$ cat src/hw/hfc_pkg.sv
package hfc_pkg;
  localparam int HFC_BIT_ABORT = 3;
  localparam int HFC_BIT_NO_CRC = 4;
  localparam int HFC_BIT_NO_REP = 5;
  localparam logic [7:0] HFC_CTRL_RESET = 8'h00;
  localparam logic [7:0] HFC_CTRL_WMASK = 8'h38;
  localparam logic [1:0] HFC_ADDR_CTRL = 2'h0;
  localparam logic [1:0] HFC_ADDR_STAT = 2'h1;
  localparam logic [1:0] HFC_ADDR_FSTAT = 2'h2;
  localparam logic [7:0] HFC_STA_GOOD = 8'h00;
  localparam logic [7:0] HFC_STA_ABORT = 8'hff;
  localparam logic [7:0] HFC_STA_CRC = 8'h01;
  localparam int HFC_ABORT_ONES = 16;
  localparam int HFC_RX_ABORT_ONES = 7;
  localparam int HFC_FLAG_ONES = 6;
  localparam logic [7:0] HFC_FLAG = 8'h7e;
  localparam logic [15:0] HFC_CRC_INIT = 16'hffff;
  localparam logic [15:0] HFC_CRC_POLY = 16'h8408;
  localparam logic [15:0] HFC_CRC_GOOD = 16'hf0b8;
  typedef struct packed {
    logic abort_en;
    logic no_crc;
    logic no_rep;
  } hfc_cfg_t;
endpackage

$ cat src/hw/hfc_crc16.sv
`timescale 1ns/100ps
`default_nettype none
module hfc_crc16
  import hfc_pkg::*;
(
  input wire logic [15:0] crc,
  input wire logic din,
  output logic [15:0] next_crc
);
  always_comb
  begin
    if (crc[0] ^ din)
      next_crc = (crc >> 1) ^ HFC_CRC_POLY;
    else
      next_crc = crc >> 1;
  end
endmodule
`default_nettype wire

$ cat src/hw/hfc_framer.sv
// The address-and-strobe port and the placing of the registers were decided locally.
`timescale 1ns/100ps
`default_nettype none
module hfc_framer
  import hfc_pkg::*;
#(
  parameter int CW = 8
)
(
  input wire logic clk,
  input wire logic sys_rst,
  input wire logic ce,
  input wire logic [1:0] addr,
  input wire logic [7:0] wdata,
  input wire logic wr,
  input wire logic rd,
  output logic [7:0] rdata,
  input wire logic hdlc_mode,
  input wire logic [CW-1:0] byte_input_counter,
  input wire logic [CW-1:0] byte_output_counter,
  input wire logic [CW-1:0] frame_input_counter,
  input wire logic [CW-1:0] frame_output_counter,
  input wire logic [7:0] tx_byte,
  input wire logic tx_last,
  output logic tx_take,
  input wire logic tx_bit_req,
  output logic tx_bit,
  input wire logic d_channel,
  input wire logic contention_lost,
  input wire logic rx_bit_pin,
  input wire logic rx_bit_en,
  output logic [7:0] rx_byte,
  output logic rx_byte_vld,
  output logic [7:0] rx_status,
  output logic rx_status_vld,
  output logic rx_bit_out
);
  typedef enum {TX_IDLE, TX_DATA, TX_CRC, TX_CLOSE, TX_ABORT} hfc_tx_t;
  hfc_tx_t tx_st;
  hfc_cfg_t cfg;
  logic [7:0] ctrl_hi;
  logic fifo_err;
  logic [7:0] last_status;
  logic [7:0] sh;
  logic [3:0] bitn;
  logic [2:0] ones;
  logic [4:0] abcnt;
  logic [15:0] tcrc, tcrc_n, rcrc, rcrc_n;
  logic in_frame;
  logic [7:0] frame_copy;
  logic [1:0] crc_bytes;
  logic rx_s1, rx_s2, en_s1, en_s2;
  logic [7:0] rsh;
  logic [2:0] rones;
  logic [3:0] rcnt;
  logic rframe, raborted, rgot;
  logic [15:0] rcrc_byte;
  logic tx_cur, underrun, use_hdlc;

  assign use_hdlc = hdlc_mode;
  assign underrun = (byte_input_counter == byte_output_counter)
    && (frame_input_counter == frame_output_counter);
  assign tx_cur = sh[0];

  hfc_crc16 u_tcrc (.crc(tcrc), .din(tx_cur), .next_crc(tcrc_n));
  hfc_crc16 u_rcrc (.crc(rcrc), .din(rx_s2), .next_crc(rcrc_n));

  // Register port; reserved bits 7:6 kept zero regardless of writes
  always_ff @(posedge clk)
  begin
    if (sys_rst)
    begin
      cfg <= '0;
      ctrl_hi <= HFC_CTRL_RESET;
    end
    else if (ce && wr && addr == HFC_ADDR_CTRL)
    begin
      ctrl_hi <= wdata & HFC_CTRL_WMASK;
      cfg.abort_en <= wdata[HFC_BIT_ABORT];
      cfg.no_crc <= wdata[HFC_BIT_NO_CRC];
      cfg.no_rep <= wdata[HFC_BIT_NO_REP];
    end
  end

  always_ff @(posedge clk)
  begin
    if (sys_rst)
      rdata <= 8'h00;
    else if (ce && rd)
    begin
      case (addr)
        HFC_ADDR_CTRL: rdata <= ctrl_hi;
        HFC_ADDR_STAT: rdata <= {7'h00, fifo_err};
        HFC_ADDR_FSTAT: rdata <= last_status;
        default: rdata <= 8'h00;
      endcase
    end
  end

  // Error flag: underrun set wins over read-clear
  always_ff @(posedge clk)
  begin
    if (sys_rst)
      fifo_err <= 1'b0;
    else if (ce)
    begin
      if (tx_st == TX_DATA && tx_bit_req && bitn == 4'h7 && !frame_copy[0] && underrun)
        fifo_err <= 1'b1;
      else if (rd && addr == HFC_ADDR_STAT)
        fifo_err <= 1'b0;
    end
  end

  // Transmit: frame_copy[0] marks the last byte of a frame
  always_ff @(posedge clk)
  begin
    if (sys_rst)
    begin
      tx_st <= TX_IDLE;
      sh <= HFC_FLAG;
      bitn <= 4'h0;
      ones <= 3'h0;
      abcnt <= 5'h0;
      tcrc <= HFC_CRC_INIT;
      tx_bit <= 1'b1;
      tx_take <= 1'b0;
      in_frame <= 1'b0;
      frame_copy <= 8'h00;
      crc_bytes <= 2'h0;
    end
    else if (ce)
    begin
      tx_take <= 1'b0;
      if (tx_bit_req)
      begin
        if (!use_hdlc)
        begin
          tx_bit <= tx_cur;
          sh <= {1'b1, sh[7:1]};
          bitn <= bitn + 4'h1;
          if (bitn == 4'h7)
          begin
            bitn <= 4'h0;
            sh <= underrun ? 8'hff : tx_byte;
            tx_take <= !underrun;
          end
        end
        else if (tx_st == TX_ABORT)
        begin
          tx_bit <= 1'b1;
          abcnt <= abcnt + 5'h1;
          if (abcnt == 5'(HFC_ABORT_ONES - 1))
          begin
            tx_st <= TX_IDLE;
            abcnt <= 5'h0;
          end
        end
        else if ((tx_st == TX_DATA || tx_st == TX_CRC) && ones == 3'(HFC_FLAG_ONES - 1))
        begin
          // Stuffed zero; shifter and bit count hold so no data bit is lost
          tx_bit <= 1'b0;
          ones <= 3'h0;
        end
        else
        begin
          tx_bit <= tx_cur;
          ones <= tx_cur ? ones + 3'h1 : 3'h0;
          if (tx_st == TX_DATA)
            tcrc <= tcrc_n;
          sh <= {1'b1, sh[7:1]};
          bitn <= bitn + 4'h1;
          if (bitn == 4'h7)
          begin
            bitn <= 4'h0;
            case (tx_st)
              TX_IDLE, TX_CLOSE:
              begin
                tcrc <= HFC_CRC_INIT;
                if (!underrun)
                begin
                  tx_st <= TX_DATA;
                  sh <= tx_byte;
                  frame_copy <= {7'h00, tx_last};
                  tx_take <= 1'b1;
                  in_frame <= 1'b1;
                end
                else
                begin
                  tx_st <= TX_IDLE;
                  sh <= HFC_FLAG;
                end
              end
              TX_DATA:
              begin
                if (contention_lost && d_channel)
                begin
                  tx_st <= TX_ABORT;
                  sh <= HFC_FLAG;
                  in_frame <= 1'b0;
                end
                else if (frame_copy[0])
                begin
                  tx_st <= cfg.no_crc ? TX_CLOSE : TX_CRC;
                  sh <= cfg.no_crc ? HFC_FLAG : ~tcrc_n[7:0];
                  crc_bytes <= 2'h1;
                end
                else if (underrun)
                begin
                  tx_st <= cfg.abort_en ? TX_ABORT : TX_CLOSE;
                  sh <= HFC_FLAG;
                  in_frame <= 1'b0;
                end
                else
                begin
                  sh <= tx_byte;
                  frame_copy <= {7'h00, tx_last};
                  tx_take <= 1'b1;
                end
              end
              TX_CRC:
              begin
                crc_bytes <= crc_bytes + 2'h1;
                sh <= (crc_bytes == 2'h1) ? ~tcrc[15:8] : HFC_FLAG;
                if (crc_bytes == 2'h2)
                begin
                  tx_st <= TX_CLOSE;
                  in_frame <= 1'b0;
                end
              end
              default: tx_st <= TX_IDLE;
            endcase
          end
        end
      end
    end
  end

  // Receive pin synchroniser
  always_ff @(posedge clk)
  begin
    if (sys_rst)
    begin
      rx_s1 <= 1'b1;
      rx_s2 <= 1'b1;
      en_s1 <= 1'b0;
      en_s2 <= 1'b0;
    end
    else if (ce)
    begin
      rx_s1 <= rx_bit_pin;
      rx_s2 <= rx_s1;
      en_s1 <= rx_bit_en;
      en_s2 <= en_s1;
    end
  end

  // Receive deframer; contention retry left to the D-channel arbiter
  always_ff @(posedge clk)
  begin
    if (sys_rst)
    begin
      rsh <= 8'h00;
      rones <= 3'h0;
      rcnt <= 4'h0;
      rframe <= 1'b0;
      raborted <= 1'b0;
      rgot <= 1'b0;
      rcrc_byte <= HFC_CRC_INIT;
      rcrc <= HFC_CRC_INIT;
      rx_byte <= 8'h00;
      rx_byte_vld <= 1'b0;
      rx_status <= 8'h00;
      rx_status_vld <= 1'b0;
      rx_bit_out <= 1'b1;
      last_status <= 8'h00;
    end
    else if (ce)
    begin
      rx_byte_vld <= 1'b0;
      rx_status_vld <= 1'b0;
      if (en_s2)
      begin
        rx_bit_out <= rx_s2;
        if (!use_hdlc)
        begin
          rsh <= {rx_s2, rsh[7:1]};
          rcnt <= rcnt + 4'h1;
          if (rcnt == 4'h7)
          begin
            rcnt <= 4'h0;
            rx_byte <= {rx_s2, rsh[7:1]};
            rx_byte_vld <= 1'b1;
          end
        end
        else if (rx_s2)
        begin
          if (rones != 3'(HFC_RX_ABORT_ONES - 1))
            rones <= rones + 3'h1;
          else if (rframe)
          begin
            rframe <= 1'b0;
            raborted <= 1'b1;
          end
          rsh <= {1'b1, rsh[7:1]};
          rcrc <= rcrc_n;
          rcnt <= rcnt + 4'h1;
        end
        else
        begin
          rones <= 3'h0;
          if (rones == 3'(HFC_FLAG_ONES))
          begin
            // Back-to-back flags carry no bytes and report nothing
            if (rgot || raborted)
            begin
              rx_status_vld <= 1'b1;
              if (raborted)
              begin
                rx_status <= cfg.abort_en ? HFC_STA_ABORT : HFC_STA_CRC;
                last_status <= cfg.abort_en ? HFC_STA_ABORT : HFC_STA_CRC;
              end
              else
              begin
                rx_status <= (rcrc_byte == HFC_CRC_GOOD) ? HFC_STA_GOOD : HFC_STA_CRC;
                last_status <= (rcrc_byte == HFC_CRC_GOOD) ? HFC_STA_GOOD : HFC_STA_CRC;
              end
            end
            rframe <= 1'b1;
            raborted <= 1'b0;
            rgot <= 1'b0;
            rcrc_byte <= HFC_CRC_INIT;
            rcrc <= HFC_CRC_INIT;
            rcnt <= 4'h0;
          end
          else if (rones != 3'(HFC_FLAG_ONES - 1))
          begin
            rsh <= {1'b0, rsh[7:1]};
            rcrc <= rcrc_n;
            rcnt <= rcnt + 4'h1;
          end
        end
        if (use_hdlc && rframe && rcnt == 4'h7 && !(rx_s2 == 1'b0 && rones >= 3'(HFC_FLAG_ONES - 1)))
        begin
          rcnt <= 4'h0;
          rx_byte <= {rx_s2, rsh[7:1]};
          rx_byte_vld <= 1'b1;
          rgot <= 1'b1;
          // Snapshot at byte end so closing flag bits never reach the check
          rcrc_byte <= rcrc_n;
        end
      end
    end
  end

  AST_ABORT_ONES: assert property (@(posedge clk) disable iff (sys_rst)
    (ce && tx_bit_req && tx_st == TX_ABORT && abcnt == 5'h0 && use_hdlc)
      |=> tx_bit == 1'b1)
    else $error("abort does not send ones");
  AST_ERR_FLAG: assert property (@(posedge clk) disable iff (sys_rst)
    (ce && tx_st == TX_DATA && tx_bit_req && bitn == 4'h7 && !frame_copy[0] && underrun)
      |=> fifo_err)
    else $error("underrun flag not set");
  AST_STATUS_CODE: assert property (@(posedge clk) disable iff (sys_rst)
    (rx_status_vld && !cfg.abort_en) |-> rx_status != HFC_STA_ABORT)
    else $error("abort code while indication off");
  AST_RESERVED: assert property (@(posedge clk) disable iff (sys_rst)
    ctrl_hi[7:6] == 2'h0)
    else $error("reserved bits nonzero");
  AST_ABORT_END: assert property (@(posedge clk) disable iff (sys_rst)
    (ce && tx_bit_req && use_hdlc && tx_st == TX_ABORT && abcnt == 5'(HFC_ABORT_ONES - 1))
      |=> tx_st == TX_IDLE && tx_bit)
    else $error("abort run length wrong");
  AST_RX_MIRROR: assert property (@(posedge clk) disable iff (sys_rst)
    (ce && en_s2) |=> rx_bit_out == $past(rx_s2))
    else $error("line bit not mirrored");
endmodule
`default_nettype wire

$ cat config.mk
export PLATFORM = sky130hd
export DESIGN_NAME = hfc_framer
export DESIGN_NICKNAME = d
export VERILOG_FILES = /design/src/hw/hfc_pkg.sv /design/src/hw/hfc_crc16.sv /design/src/hw/hfc_framer.sv
export SDC_FILE = /design/constraint.sdc
export NUM_CORES = 1
export LEC_CHECK = 0
export BUFFER_PORTS_ARGS = -buffer_cell sky130_fd_sc_hd__buf_2
export CAP_MARGIN = 40
export CORE_MARGIN = 2
export CORE_UTILIZATION = 60
export CTS_CLUSTER_DIAMETER = 50
export DETAILED_ROUTE_END_ITERATION = 7
export MAX_ROUTING_LAYER = met4
export PLACE_DENSITY_LB_ADDON = 0.08
export SLEW_MARGIN = 10
export SYNTH_ARGS = -nofsm -noshare
export SYNTH_HDL_FRONTEND = slang
export SYNTH_SLANG_ARGS = --single-unit
$ cat constraint.sdc
create_clock -name clk -period 3.5 [get_ports clk]
set_input_delay 0.7 -clock clk [delete_from_list [all_inputs] [get_ports clk]]
set_output_delay 0.7 -clock clk [all_outputs]
set_load 0.01 [all_outputs]
==> flow_summary.ini <==
[outcome]
outcome = complete, no violations

[synthesis]
synth_top_flop_cell = dfxtp_1
synth_area_mm2 = 0.00596
synthCells = 712
syn_avg_cell_area_um2 = 8.37
syn_nets = 784
yosysTopAreaCell = dfxtp_1
async_flop_share_pct = 0
yosysUniqueCellTypes = 74
ys_warn_count = 0
synth.area.top_cells = dfxtp_1 40%, nand2_1 6.0%, a21oi_1 4.7%
netlist.area_leader.share_pct = 40.0
synth_most_common_cell = dfxtp_1
synth-edff-count = 0
ys_seq_elements = 119
netlist_top_cells_count = 119 x dfxtp_1, 96 x nand2_1, 71 x nor2_1, 56 x a21oi_1, 27 x nor3_1
seq_area_frac_synth_pct = 40.0

[timing]
finalHoldViolCount = 0
tns_ns = 0
slew_headroom_pct = 40.9
tightest_slew_ns = 0.884
fin_crit_sh_pct = 73.9
final-max-slew-violation-count = 0
setup_violations = 0
period_needed_ns = 2.59
rsz0062_at_grt = false
fmax_mhz = 386
finClkSkew_ns = 0.00620

[power_and_ir_drop]
fin_total_pwr_mw = 3.53
power_density_mw_per_mm2 = 505
p_leak_nw = 2.75
vdd_ir_drop_max_uv = 377

[worst_setup_path]
endpoint_kind = flip-flop
critPathLaunchType = flip-flop
reg2reg_depth = 5
crit_fanout = 16
worst-path-stages = 5
crit_path_top_delay_cell = dfxtp_1
path_buf_inv = 0
required_ns = 3.88
r2r_slack_ns = 0.91
r2r_start = tx_st[2]
r2r-end = tcrc[12]
critPathKind = reg -> reg
crit_chain = or3b_1 > nand2b_1 > nor2_1 > a21oi_4 > nand3_1
cp_top_family = simple AND/OR/NAND/NOR gates
worstPathArrival_ns = 2.97
critical-path-max-stage-delay_ns = 0.73

[die]
chipHeight_um = 104
placeableCoreArea_mm2 = 0.00968
initial_core_util_pct = 61.5
die-area_mm2 = 0.0107
ios = 91
core.rowCount = 36
die_x_um = 104

[finish]
n_antenna_cell = 0
post_route_cells_drive_above_1_share_pct = 17.8
n_fill_cell = 782
final_nets = 844
syn2layout_area_growth_pct = 17.6

[min_path]
worstHoldPathType = in -> reg
min_from = rx_bit_pin
hold_depth = 2
holdPathEnd = rx_s1

[clock_tree]
cts_root_buffer = clkbuf_8
post_cts_buffers = 0
clkLatencyLatePin_ns = 0.53
hold_buffers = 0
clockBufferDepth = 2
htree_levels = 4
clock-sinks = 119
cts_tree = built
cts_resized = 0
cts_inserted_buffers = 17
cts.clk_slew.worst_paths_ns = 0.06

[routing]
drt_iter0_drc = 435
vias_per_cell = 5.96
routed_wl_mm = 14.7
antenna_left = 0
drc = 0
num_vias = 5475
detail_route.first_pass.iterations = 6
post_drt_wl_per_cell_um = 16.0

[global_routing]
antenna_found_initial = 0
grt_first_pass_wirelength_mm = 24.4
grt_pass1_vias = 5214
grt_max_degree = 41
overflow = 0
grt_usage_pct = 28.7

[placement]
port_buffers = 85
dpl.hpwl_mm = 9.77
gp_congestion = 0.886

[flow_run]
cap_violations = 0
[flip-flops by register name, indices dropped and copies added (netlist names), 4 cells and up]
register / count
rdata: 5
rcnt: 4
tcrc: 16
rcrc: 16
abcnt: 5
sh: 8
rx_byte: 8
bitn: 4
rsh: 7
rcrc_byte: 16
[where the power goes]
group | total, mW | internal [mW] | switching (mW)
registers | 1.39 | 1.37 | 0.0200
clock network | 1.95 | 1.32 | 0.630
logic | 0.190 | 0.0840 | 0.106
total | 3.53 | 2.78 | 0.756
[cell families (layout without fill, tap and decap cells)]
group	Yosys count	count (layout)	share of synthesized area, %
simple gates	304	304	25.5
compound gates	177	177	20.8
flops	119	119	40.0
buf+inv	62	135	5.21
xor+xnor	26	26	3.95
mux	14	14	2.37
fa+ha+maj	10	10	2.10
[worst max path at each step]
stage                    end  slack [ns]       from
6_report            tcrc[12]        0.91   tx_st[2]
5_1_grt              tcrc[1]        0.77   tx_st[2]
4_1_cts             tcrc[12]        0.94   tx_st[2]
3_5_place_dp           sh[3]        0.76         ce
3_3_place_gp           sh[3]        0.81         ce
2_1_floorplan  rcrc_byte[11]        1.46  hdlc_mode
[worst register-to-register path: cells and delay by family (launching register included)]
family	cells	cell delay, ns
AOI/OAI and AO/OA	1	0.43
DFF	1	0.73
and+or+nand+nor	4	1.29
[cell type report]
| type | instances | area [µm²] | area share (%) |
|---|---|---|---|
| Clock buffer | 20 | 435 | 6.22 |
| Inverter | 10 | 37.5 | 0.536 |
| Clock inverter | 12 | 223 | 3.18 |
| Tap cell | 133 | 166 | 2.38 |
| Multi-Input combinational cell | 531 | 3280 | 46.8 |
| Timing Repair Buffer | 93 | 485 | 6.93 |
| Sequential cell | 119 | 2380 | 34.0 |
[metrics by stage]
stage	util (%)	instances	setup slack (ns)	instance area (µm²)	hold slack, ns
floorplan	-	712	1.46	5960	0.425
global placement	65.5	885	0.815	6340	0.434
detailed placement	65.5	886	0.765	6350	0.443
CTS	72.3	918	0.941	7010	0.363
global route	72.3	918	0.773	7010	0.376
finish	72.3	918	0.913	7010	0.387
[placed cells by master, fill, tap and decap left out, types with 8 or more instances in the layout]
cell / count
a211o_1: 8
a21oi_1: 56
buf_2: 85
buf_4: 8
clkbuf_16: 16
dfxtp_1: 119
ha_1: 10
inv_1: 10
mux2i_1: 13
nand2_1: 96
nand2b_1: 13
nand3_1: 24
nand3b_1: 11
nand4_1: 9
nor2_1: 71
nor2b_1: 10
nor3_1: 27
o21ai_0: 9
o21ai_1: 9
o21bai_1: 18
o22a_1: 12
xnor2_1: 23
[layer usage]
| metal | track usage [%] | part of all wire, % | up-vias |
|---|---|---|---|
| met4 | 10.9 | 1.8 | 0 |
| met5 | - | 0 | - |
| met3 | 7.68 | 6.2 | 37 |
| met1 | 35.4 | 44 | 2566 |
| li1 | - | - | 2675 |
| met2 | 45.3 | 48 | 197 |
(Power assumes the default switching activity.)
